## src/rtl/uart_consts.vh

```
`ifndef UART_CONSTS_VH
`define UART_CONSTS_VH

// ----------------------------------------
// Register byte addresses
// ----------------------------------------
`define ADDR_MODE 8'h00
`define ADDR_BAUD_DIV 8'h04
`define ADDR_TX_DATA 8'h08
`define ADDR_RX_DATA 8'h0c
`define ADDR_STATUS 8'h10

// ----------------------------------------
// Mode register fields
// ----------------------------------------
`define MODE_STOP_SEL 0
`define MODE_PARITY_DATA_SELECT_LO 1
`define MODE_PARITY_DATA_SELECT_HI 2
`define MODE_HIGH_SPEED 3
`define MODE_RX_INV 4
`define MODE_WIDTH 5

// ----------------------------------------
// Parity and data select codes
// ----------------------------------------
`define PARITY_DATA_SELECT_8N 2'b00
`define PARITY_DATA_SELECT_8E 2'b01
`define PARITY_DATA_SELECT_8O 2'b10
`define PARITY_DATA_SELECT_9N 2'b11

// ----------------------------------------
// Status register fields
// ----------------------------------------
`define STAT_RX_FULL 0
`define STAT_PAR_ERR 1
`define STAT_FRM_ERR 2
`define STAT_OVERRUN 3
`define STAT_TX_BUSY 4
`define STAT_TX_SPACE 5

// ----------------------------------------
// Reset values and timing
// ----------------------------------------
`define MODE_RESET 5'h00
`define BAUD_DIV_RESET 16'h001a
`define TICKS_HIGH_SPEED 5'h04
`define TICKS_STANDARD 5'h10

`endif

```

## src/rtl/two_entry_buffer.v

```verilog
`timescale 1ns/1ps
`default_nettype none

module two_entry_buffer #(
  parameter WIDTH = 9,
  parameter DEPTH = 2,
  parameter AW = 1
) (
  input wire sys_clk,
  input wire rstn,
  input wire in_valid,
  output wire in_ready,
  input wire [WIDTH-1:0] in_data,
  output wire out_valid,
  input wire out_ready,
  output wire [WIDTH-1:0] out_data
);

  reg [WIDTH-1:0] mem [0:DEPTH-1];
  reg [AW-1:0] wr_ptr;
  reg [AW-1:0] rd_ptr;
  reg [AW:0] count;
  wire push;
  wire pop;

  assign in_ready = (count != DEPTH[AW:0]);
  assign out_valid = (count != {(AW+1){1'b0}});
  assign out_data = mem[rd_ptr];
  assign push = in_valid & in_ready;
  assign pop = out_valid & out_ready;

  always @(posedge sys_clk) begin
    if (push) begin
      mem[wr_ptr] <= in_data;
    end
  end

  always @(posedge sys_clk or negedge rstn) begin
    if (!rstn) begin
      wr_ptr <= {AW{1'b0}};
      rd_ptr <= {AW{1'b0}};
      count <= {(AW+1){1'b0}};
    end else begin
      if (push) begin
        wr_ptr <= (wr_ptr == DEPTH[AW-1:0] - 1'b1) ? {AW{1'b0}} : wr_ptr + 1'b1;
      end
      if (pop) begin
        rd_ptr <= (rd_ptr == DEPTH[AW-1:0] - 1'b1) ? {AW{1'b0}} : rd_ptr + 1'b1;
      end
      if (push & ~pop) begin
        count <= count + 1'b1;
      end else if (pop & ~push) begin
        count <= count - 1'b1;
      end
    end
  end

endmodule // two_entry_buffer

`default_nettype wire

```

## src/rtl/uart_frame_format_config.v

```verilog
// Summary of operation
// - With the polarity invert bit set the receive line idles low, otherwise high.
// - With the high-speed select set there are four baud ticks per bit.
// - With the high-speed select clear there are sixteen baud ticks per bit.
// - Parity select 11 is 9 data bits, 10 is 8 odd, 01 is 8 even, 00 is 8 no parity.
// - With the stop select set a transmitted frame has two stop bits, otherwise one; the receiver checks only the first stop bit.
`timescale 1ns/1ps
`default_nettype none
`include "uart_consts.vh"
module uart_frame_format_config (
  input wire sys_clk,
  input wire rstn,
  input wire hsel,
  input wire [7:0] haddr,
  input wire [1:0] htrans,
  input wire hwrite,
  input wire [2:0] hsize,
  input wire [31:0] hwdata,
  input wire hready,
  output reg [31:0] hrdata,
  output wire hreadyout,
  output wire hresp,
  input wire serial_receive_line,
  output reg serial_transmit_line
);
  localparam ST_IDLE = 3'd0;
  localparam ST_START = 3'd1;
  localparam ST_DATA = 3'd2;
  localparam ST_PARITY = 3'd3;
  localparam ST_STOP = 3'd4;
  // ----------------------------------------
  // Registers and configuration
  // ----------------------------------------
  reg [`MODE_WIDTH-1:0] serial_port_mode_register;
  reg [15:0] baud_div;
  reg [8:0] rx_data;
  reg rx_full;
  reg par_err;
  reg frm_err;
  reg overrun;
  wire stop_bit_count_select = serial_port_mode_register[`MODE_STOP_SEL];
  wire [1:0] parity_data_select = serial_port_mode_register[`MODE_PARITY_DATA_SELECT_HI:`MODE_PARITY_DATA_SELECT_LO];
  wire high_speed_baud_select = serial_port_mode_register[`MODE_HIGH_SPEED];
  wire rx_idle_polarity_invert = serial_port_mode_register[`MODE_RX_INV];
  wire nine_bit = (parity_data_select == `PARITY_DATA_SELECT_9N);
  wire parity_on = (parity_data_select == `PARITY_DATA_SELECT_8E) |
                   (parity_data_select == `PARITY_DATA_SELECT_8O);
  wire parity_odd = (parity_data_select == `PARITY_DATA_SELECT_8O);
  wire [3:0] last_bit = nine_bit ? 4'd8 : 4'd7;
  wire [4:0] ticks_per_bit = high_speed_baud_select ?
    `TICKS_HIGH_SPEED : `TICKS_STANDARD;
  wire [4:0] half_bit = {1'b0, ticks_per_bit[4:1]};
  reg dp_valid;
  reg dp_write;
  reg [7:0] dp_addr;
  wire tx_in_ready;
  wire addr_take = hsel & htrans[1] & hready;
  wire tx_write_dp = dp_valid & dp_write & (dp_addr == `ADDR_TX_DATA);
  wire dp_done = ~tx_write_dp | tx_in_ready;
  wire rd_rx = addr_take & ~hwrite & (haddr == `ADDR_RX_DATA);
  wire stat_clr = dp_valid & dp_write & (dp_addr == `ADDR_STATUS);
  assign hreadyout = ~dp_valid | dp_done;
  assign hresp = 1'b0;
  wire tx_out_valid;
  wire tx_out_ready;
  wire [8:0] tx_out_data;
  two_entry_buffer #(.WIDTH(9), .DEPTH(2), .AW(1)) two_entry_buffer_inst (
    .sys_clk(sys_clk),
    .rstn(rstn),
    .in_valid(tx_write_dp),
    .in_ready(tx_in_ready),
    .in_data(hwdata[8:0]),
    .out_valid(tx_out_valid),
    .out_ready(tx_out_ready),
    .out_data(tx_out_data)
  );
  // ----------------------------------------
  // Baud rate generator
  // ----------------------------------------
  reg [15:0] baud_cnt;
  wire baud_tick = (baud_cnt >= baud_div);
  always @(posedge sys_clk or negedge rstn) begin
    if (!rstn) begin
      baud_cnt <= 16'h0000;
    end else if (baud_tick) begin
      baud_cnt <= 16'h0000;
    end else begin
      baud_cnt <= baud_cnt + 16'h0001;
    end
  end
  // ----------------------------------------
  // Transmitter
  // ----------------------------------------
  reg [2:0] tx_state;
  reg [4:0] tx_tick;
  reg [3:0] tx_bit;
  reg [8:0] tx_shift;
  reg tx_par;
  wire tx_bit_end = baud_tick & (tx_tick == ticks_per_bit - 5'd1);
  assign tx_out_ready = (tx_state == ST_IDLE);
  always @(posedge sys_clk or negedge rstn) begin
    if (!rstn) begin
      tx_state <= ST_IDLE;
      tx_tick <= 5'd0;
      tx_bit <= 4'd0;
      tx_shift <= 9'h000;
      tx_par <= 1'b0;
      serial_transmit_line <= 1'b1;
    end else begin
      if (baud_tick) begin
        tx_tick <= tx_bit_end ? 5'd0 : tx_tick + 5'd1;
      end
      case (tx_state)
        ST_IDLE: begin
          serial_transmit_line <= 1'b1;
          tx_tick <= 5'd0;
          if (tx_out_valid) begin
            tx_shift <= tx_out_data;
            tx_par <= (^tx_out_data[7:0]) ^ parity_odd;
            tx_state <= ST_START;
            serial_transmit_line <= 1'b0;
          end
        end
        ST_START: begin
          if (tx_bit_end) begin
            tx_state <= ST_DATA;
            tx_bit <= 4'd0;
            serial_transmit_line <= tx_shift[0];
          end
        end
        ST_DATA: begin
          if (tx_bit_end) begin
            if (tx_bit == last_bit) begin
              tx_bit <= 4'd0;
              tx_state <= parity_on ? ST_PARITY : ST_STOP;
              serial_transmit_line <= parity_on ? tx_par : 1'b1;
            end else begin
              tx_bit <= tx_bit + 4'd1;
              tx_shift <= {1'b0, tx_shift[8:1]};
              serial_transmit_line <= tx_shift[1];
            end
          end
        end
        ST_PARITY: begin
          if (tx_bit_end) begin
            tx_state <= ST_STOP;
            serial_transmit_line <= 1'b1;
          end
        end
        ST_STOP: begin
          if (tx_bit_end) begin
            if (stop_bit_count_select & (tx_bit == 4'd0)) begin
              tx_bit <= 4'd1;
            end else begin
              tx_state <= ST_IDLE;
            end
          end
        end
        default: tx_state <= ST_IDLE;
      endcase
    end
  end
  // ----------------------------------------
  // Receiver
  // ----------------------------------------
  reg rx_meta;
  reg rx_sync;
  reg [2:0] rx_state;
  reg [4:0] rx_tick;
  reg [3:0] rx_bit;
  reg [8:0] rx_shift;
  reg rx_par;
  wire rx_level = rx_sync ^ rx_idle_polarity_invert;
  wire rx_sample = baud_tick & (rx_tick == ticks_per_bit - 5'd1);
  wire rx_done = (rx_state == ST_STOP) & rx_sample;
  wire rx_par_bad = parity_on & (rx_par != ((^rx_shift[8:1]) ^ parity_odd));
  always @(posedge sys_clk or negedge rstn) begin
    if (!rstn) begin
      rx_meta <= 1'b1;
      rx_sync <= 1'b1;
    end else begin
      rx_meta <= serial_receive_line;
      rx_sync <= rx_meta;
    end
  end
  always @(posedge sys_clk or negedge rstn) begin
    if (!rstn) begin
      rx_state <= ST_IDLE;
      rx_tick <= 5'd0;
      rx_bit <= 4'd0;
      rx_shift <= 9'h000;
      rx_par <= 1'b0;
    end else begin
      if (baud_tick) begin
        rx_tick <= rx_sample ? 5'd0 : rx_tick + 5'd1;
      end
      case (rx_state)
        ST_IDLE: begin
          rx_tick <= 5'd0;
          if (!rx_level) begin
            rx_state <= ST_START;
          end
        end
        ST_START: begin
          if (baud_tick & (rx_tick == half_bit - 5'd1)) begin
            rx_tick <= 5'd0;
            rx_bit <= 4'd0;
            rx_state <= rx_level ? ST_IDLE : ST_DATA;
          end
        end
        ST_DATA: begin
          if (rx_sample) begin
            rx_shift <= {rx_level, rx_shift[8:1]};
            rx_bit <= rx_bit + 4'd1;
            if (rx_bit == last_bit) begin
              rx_state <= parity_on ? ST_PARITY : ST_STOP;
            end
          end
        end
        ST_PARITY: begin
          if (rx_sample) begin
            rx_par <= rx_level;
            rx_state <= ST_STOP;
          end
        end
        ST_STOP: begin
          if (rx_sample) begin
            rx_state <= ST_IDLE;
          end
        end
        default: rx_state <= ST_IDLE;
      endcase
    end
  end
  // ----------------------------------------
  // Register file
  // ----------------------------------------
  wire [8:0] rx_word = nine_bit ? rx_shift : {1'b0, rx_shift[8:1]};
  wire [31:0] status_word = {26'h0, tx_in_ready, (tx_state != ST_IDLE),
                             overrun, frm_err, par_err, rx_full};
  always @(posedge sys_clk or negedge rstn) begin
    if (!rstn) begin
      dp_valid <= 1'b0;
      dp_write <= 1'b0;
      dp_addr <= 8'h00;
      hrdata <= 32'h00000000;
      serial_port_mode_register <= `MODE_RESET;
      baud_div <= `BAUD_DIV_RESET;
      rx_data <= 9'h000;
      rx_full <= 1'b0;
      par_err <= 1'b0;
      frm_err <= 1'b0;
      overrun <= 1'b0;
    end else begin
      if (hreadyout) begin
        dp_valid <= addr_take;
        dp_write <= hwrite;
        dp_addr <= haddr;
      end
      if (addr_take & ~hwrite) begin
        case (haddr)
          `ADDR_MODE: hrdata <= {27'h0, serial_port_mode_register};
          `ADDR_BAUD_DIV: hrdata <= {16'h0000, baud_div};
          `ADDR_RX_DATA: hrdata <= {23'h0, rx_data};
          `ADDR_STATUS: hrdata <= status_word;
          default: hrdata <= 32'h00000000;
        endcase
      end
      if (dp_valid & dp_write & (dp_addr == `ADDR_MODE)) begin
        serial_port_mode_register <= hwdata[`MODE_WIDTH-1:0];
      end
      if (dp_valid & dp_write & (dp_addr == `ADDR_BAUD_DIV)) begin
        baud_div <= hwdata[15:0];
      end
      if (rx_done) begin
        rx_data <= rx_word;
        rx_full <= 1'b1;
      end else if (rd_rx) begin
        rx_full <= 1'b0;
      end
      if (rx_done & rx_par_bad) begin
        par_err <= 1'b1;
      end else if (stat_clr & hwdata[`STAT_PAR_ERR]) begin
        par_err <= 1'b0;
      end
      if (rx_done & ~rx_level) begin
        frm_err <= 1'b1;
      end else if (stat_clr & hwdata[`STAT_FRM_ERR]) begin
        frm_err <= 1'b0;
      end
      if (rx_done & rx_full & ~rd_rx) begin
        overrun <= 1'b1;
      end else if (stat_clr & hwdata[`STAT_OVERRUN]) begin
        overrun <= 1'b0;
      end
    end
  end
endmodule // uart_frame_format_config
`default_nettype wire

```

## config.mk

```make
export PLATFORM = sky130hd
export DESIGN_NAME = uart_frame_format_config
export DESIGN_NICKNAME = d
export VERILOG_FILES = /design/src/rtl/two_entry_buffer.v /design/src/rtl/uart_frame_format_config.v
export VERILOG_INCLUDE_DIRS = /design/src /design/src/rtl
export SDC_FILE = /design/constraint.sdc
export NUM_CORES = 1
export LEC_CHECK = 0
export ABC_AREA = 1
export BUFFER_PORTS_ARGS = -buffer_cell sky130_fd_sc_hd__buf_2
export CAP_MARGIN = 20
export CORE_MARGIN = 5
export CORE_UTILIZATION = 51
export CTS_BUF_LIST = sky130_fd_sc_hd__clkbuf_16
export DETAILED_ROUTE_END_ITERATION = 16
export GPL_ROUTABILITY_DRIVEN = 0
export HOLD_SLACK_MARGIN = 0.15
export PLACE_DENSITY = 0.71
export SETUP_SLACK_MARGIN = 0.05
export SYNTH_ARGS = -nofsm -noshare
export SYNTH_HDL_FRONTEND = slang
export SYNTH_SLANG_ARGS = --single-unit
```

## constraint.sdc

```tcl
create_clock -name sys_clk -period 2.56 [get_ports sys_clk]
set_clock_uncertainty 0.05 [all_clocks]
set_input_delay 0.256 -clock sys_clk [delete_from_list [all_inputs] [get_ports sys_clk]]
set_output_delay 0.256 -clock sys_clk [all_outputs]
set_load 0.01 [all_outputs]
```

# [After elaboration in Yosys (flattened, before gate mapping)]
# Memory sizes are Yosys's and may differ from the RTL's.
# Index checks and enable logic that the tools add are counted.
[word_totals] regBits=143 ram_bits=18 input_bits=51 out_inout_bits=35 n_memories=1
[classes] addsub=11 n_lt_le_gt_ge=1 n_eq_ne=39 muxes=63 bitwise=39 n_reduce_logical=28
[memory_table] memory="two_entry_buffer_inst.mem" words=2 width=9 rd=1 rd_ports_with_merged_regs=0 write_ports=1 line="two_entry_buffer.v:19" rtl="reg [WIDTH-1:0] mem [0:DEPTH-1];"
[op_table] op="$pmux W16 S4" n=1
[op_table] op="$mux W3" n=14
[op_table] op="$mux W9" n=4
[op_table] op="$mux W5" n=7
[op_table] op="$mux W4" n=8
[op_table] op="$ne A2 B2 Y1 const B" n=15
[op_table] op="$pmux W3 S5" n=2
[op_table] op="$and A1 B1 Y1" n=26
[op_table] op="$mux W1" n=18
[op_table] op="$pmux W9 S2" n=1
[op_table] op="$reduce_bool A2 Y1" n=9
[op_table] op="$add A16 B1 Y16 const B" n=1
[op_table] op="$eq A8 B3 Y1 const B" n=2
[op_table] op="$eq A8 B4 Y1 const B" n=2
[op_table] op="$eq A8 B5 Y1 const B" n=2
[op_table] op="$ge A16 B16 Y1" n=1
[op_table] op="$logic_not A8 Y1" n=2
[op_table] op="$mux W16" n=1
[op_table] op="$reduce_xor A8 Y1" n=2
[op_table] op="$eq A5 B5 Y1" n=3
[op_table] op="$eq A3 B2 Y1 const B" n=4
[op_table] op="$pmux W4 S3" n=1
[op_table] op="$add A5 B1 Y5 const B" n=2
[op_table] op="$pmux W5 S2" n=1
[op_table] op="29 further kinds" n=52

# [Longest topological paths before layout]
[depth] word_depth=8 mapped_depth=17 mapped_depth_nobuf=16

# [Hierarchy]
# From an unflattened synthesis, not the netlist that was laid out.
[unflattened] cells_unflattened=850 area_unflattened_um2=7519.7
[modules_own_cells] module="uart_frame_format_config" n_inst=1 cells_each=775 area_each_um2=6621.4
[modules_own_cells] module="two_entry_buffer" n_inst=1 cells_each=75 area_each_um2=898.4

# [Worst setup path after synthesis]
# Ideal clock, no wire load.
[synth_path] kind="reg-to-reg" from="register baud_div[3]" to="register tx_shift[7]" arrival_time_ns=1.917 required_ns=2.387 slack_ns=0.469 path_stages_with_launch=17 n_path_buf=1 period_less_slack_ns=2.091 path_cell_list="dfstp_2 -> inv_1 -> ha_1 -> nand2_1 -> nor2_1 -> nor2_1 -> nand2_1 -> nand2_1 -> nand2_1 -> nand2_1 -> nand2_2 -> nand2_1 -> o21ai_2 -> nand2_2 -> buf_6 -> nand2_1 -> o21ai_2"
[synth_via] elab_chain_cells=4
[synth_rtl] item="start, declared" line="uart_frame_format_config.v:35" rtl="reg [15:0] baud_div;"
[synth_rtl] item="start signal, assigned" line="uart_frame_format_config.v:248" rtl="baud_div <= `BAUD_DIV_RESET;"
[synth_rtl] item="start signal, assigned" line="uart_frame_format_config.v:273" rtl="baud_div <= hwdata[15:0];"
[synth_rtl] item="$ge A16 B16 Y1" line="uart_frame_format_config.v:81" rtl="wire baud_tick = (baud_cnt >= baud_div);"
[synth_rtl] item="$and A1 B1 Y1" line="uart_frame_format_config.v:99" rtl="wire tx_bit_end = baud_tick & (tx_tick == ticks_per_bit - 5'd1);"
[synth_rtl] item="$ne A2 B2 Y1 (no line)"
[synth_rtl] item="$reduce_and A4 Y1 (no line)"
[synth_rtl] item="end signal, assigned" line="uart_frame_format_config.v:118" rtl="tx_shift <= tx_out_data;"
[synth_rtl] item="end signal, assigned" line="uart_frame_format_config.v:139" rtl="tx_shift <= {1'b0, tx_shift[8:1]};"
[synth_rtl] item="end, declared" line="uart_frame_format_config.v:97" rtl="reg [8:0] tx_shift;"
# No other way between the ends.
# A chain may end at the register's enable or synchronous reset.

# [Worst setup path in the final report]
[layout_path] from="register baud_div[3]" to="register tx_shift[3]"
# The elaborated chain is that of the path after synthesis.

==> out/qor.yml <==
layout:
  register_area_sq_um: 3730
  fillers: 1223
  synthToLayoutAreaGrowth_pct: 18.1
  final_cells: 1165
  antenna_cells: 0
  multi_input_area_sq_um: 3160
  finalNetCount: 1044
  final_layout_size_suffix_gt1_share_pct: 14.6
run:
  drv_cap: 0
detailed_routing:
  drt-met1-wl_um: 7620
  routedWlPerCell_um: 14.8
  via_per_inst: 5.15
  top_layer: "met4"
  drc_errors: 0
  dr.pass1.iters: 5
  wl_met3_um: 840
  met2_length_um: 8490
  num_vias: 5997
  drt-initial-drc-count: 388
  ant_nets: 0
  drt-total-wl_um: 17200
placement:
  hpwl_um: 12100
  portBuffers: 48
  place_inst: 1104
global_routing:
  grt_max_degree: 59
  grt_usage_pct: 20.9
  grt_pass1_vias: 5965
  antenna_found_initial: 0
  grt-ovfl-total: 0
  grt_pass1_wl_um: 29400
yosys:
  post_synth_main_area_contributors: "dfrtp_1 (40%), nand2_1 (10%), edfxtp_1 (7.2%)"
  synth.distinct_cells: 49
  synthArstFlopShare_pct: 87.6
  synth_cells: 877
  synth_flop_cell: "dfrtp_1"
  synth-seq-cells: 145
  synth_top_cell_area_share_pct: 40.1
  yosysMostFrequentCell: "nand2_1"
  ys_seq_area_share_pct: 49.3
  synth_common_cells: "nand2_1 (202), dfrtp_1 (121), inv_1 (118), nor2_1 (64), o21ai_0 (58)"
  syn_area_sq_um: 7550
  synth_top_cell_by_area: "dfrtp_1"
  synth_warnings: 0
  syn_avg_cell_area_sq_um: 8.61
  synth-edff-count: 18
sta:
  setup_viol: 0
  finalSetupTns_ps: 0
  finalCriticalPeriod_ps: 2310
  rsz0062_at_grt: "true"
  relSlewSlack_pct: 63.1
  finalMaxSlewViolations: 0
  max_freq_mhz: 434
  finalHoldViolCount: 0
  post-route-period-util_pct: 90.1
  worstMarginPinSlew_ps: 549
die:
  fp.coreArea_sq_um: 14500
  start_util_pct: 52.0
  dieHeight_um: 132
  dieWidth_um: 132
  dieArea_sq_um: 17300
  num_io_pins: 86
  num_rows: 44
pwr:
  clock_power_share_pct: 47.4
  p_int_uw: 4390
  p_comb_share_pct: 9.7
  swShare_pct: 23.7
  power_leakage_uw: 0.00452
  powerDensity_nw_per_um2: 646
  p_seq_share_pct: 42.8
  ir_worst_vdd_mv: 0.504
  p_switching_uw: 1360
clocking:
  insertion_delay_ps: 420
  cts.path.max_buffers: 2
  numClockSinks: 145
  cts_buffers: 17
  cts_tree: "yes"
  clk_pin_slew_worst_paths_ps: 60
  h-tree-depth: 4
  root_buffer: "clkbuf_16"
critical_path:
  criticalPathCategory: "reg2reg"
  cp.required_ps: 2810
  start_kind: "flip-flop"
  r2r_cells: 15
  r2r_end: "tx_shift[3]"
  cp_data_arrival_time_ps: 2560
  r2r_start: "baud_div[3]"
  cp-end-kind: "flip-flop"
  reg2reg_slack_ps: 250
  critPathMaxFanout: 16
worst_hold_path:
  hold_path_class: "in2async"
run_status:
  outcome: "complete, no violations"
## repair_timing
action,CTS,global route
endpoints found under the hold margin,173,0
hold buffers,29,0
resized for setup,0,4
buffers inserted,0,0
setup endpoints to repair,0,16
## registers in the layout (all words and copies together), names as in the netlist, 2 cells and up
| register | flops |
|---|---|
| baud_cnt | 16 |
| baud_div | 16 |
| dp_addr | 8 |
| hrdata | 16 |
| rx_bit | 4 |
| rx_data | 9 |
| rx_shift | 9 |
| rx_state | 3 |
| rx_tick | 5 |
| serial_port_mode_register | 5 |
| two_entry_buffer_inst.count | 2 |
| two_entry_buffer_inst.mem | 18 |
| tx_bit | 4 |
| tx_shift | 9 |
| tx_state | 3 |
| tx_tick | 5 |
## final cells by class
| class | instances | share of cell area (%) |
|---|---|---|
| clock buffer | 17 | 4.77 |
| timing repair buffer | 91 | 7.44 |
| clock inverter | 15 | 2.48 |
| multi-input combinational | 585 | 35.5 |
| tap | 184 | 2.58 |
| inverter | 128 | 5.45 |
| sequential | 145 | 41.8 |
## cell families (layout without fill, tap and decap cells)
family	after synthesis	after routing	share of synthesized area (%)
fa+ha+maj	25	25	4.14
compound gates	156	156	12.2
other cells	1	17	0.0497
simple gates	358	358	21.2
flops	145	145	49.3
xor+xnor	28	28	3.25
buf+inv	163	251	9.69
mux	1	1	0.133
## critical path, stage by stage (launching register included)
cell and delay (ps):
dfstp_2 530, inv_1 50, ha_1 290, nand2_1 70, nor2_1 100, nor2_1 50
nand2_1 50, nand2_1 50, nand2_1 50, nand2_1 60, nand2_2 170, nand2_2 120
o21ai_2 200, nand2_4 170, nand2_1 120, o21ai_2 60
## power by group through the flow
| stage | Sequential [uW] | Combinational (uW) | Clock [uW] |
|---|---|---|---|
| after global placement | 2500 | 511 | 0 |
| final | 2460 | 560 | 2730 |
| after floorplan | 2490 | 373 | 0 |
| after global routing | 2470 | 650 | 2870 |
| after CTS | 2460 | 562 | 2760 |
| after detailed placement | 2500 | 524 | 0 |
## layout by cell type (no fill, tap or decap), types with 25 or more instances in the layout
cell	synthesis	routed
a21oi_1	34	34
buf_2	4	47
dfrtp_1	121	121
dlygate4sd3_1	0	29
ha_1	25	25
inv_1	118	119
nand2_1	202	201
nand3_1	34	34
nor2_1	64	63
o21ai_0	58	58
## through the flow
| step | setup slack, ps | hold WS (ps) | instance area (sq um) | utilization [%] | power (uW) |
|---|---|---|---|---|---|
| 2_1_floorplan | 469 | -89.6 | 7610 | - | 2860 |
| 6_report | 254 | 214 | 8910 | 61.3 | 5750 |
| 3_3_place_gp | 178 | 114 | 7970 | 54.8 | 3010 |
| 5_1_grt | 36.4 | 248 | 8910 | 61.3 | 6000 |
| 4_1_cts | 123 | 224 | 8900 | 61.3 | 5790 |
| 3_5_place_dp | 169 | 118 | 7970 | 54.8 | 3030 |
## per-layer routing
layer / global-route usage, % / vias to the layer above
li1: - / 3008
met1: 26.9 / 2823
met2: 34.8 / 144
met3: 5.54 / 22
met4: 5.89 / 0
met5: 0 / -
## how the worst max path moves through the flow
stage                     start     endpoint  slack (ps)  cells past startpoint
floorplan           baud_div[3]  tx_shift[7]         470                     16
global placement    baud_div[3]  tx_shift[3]         180                     15
detailed placement  baud_div[3]  tx_shift[6]         170                     15
CTS                 baud_div[3]  tx_shift[6]         120                     15
global route        baud_div[1]  tx_shift[3]          40                     15
finish              baud_div[3]  tx_shift[3]         250                     15
Power figures use the tool's default switching activity.
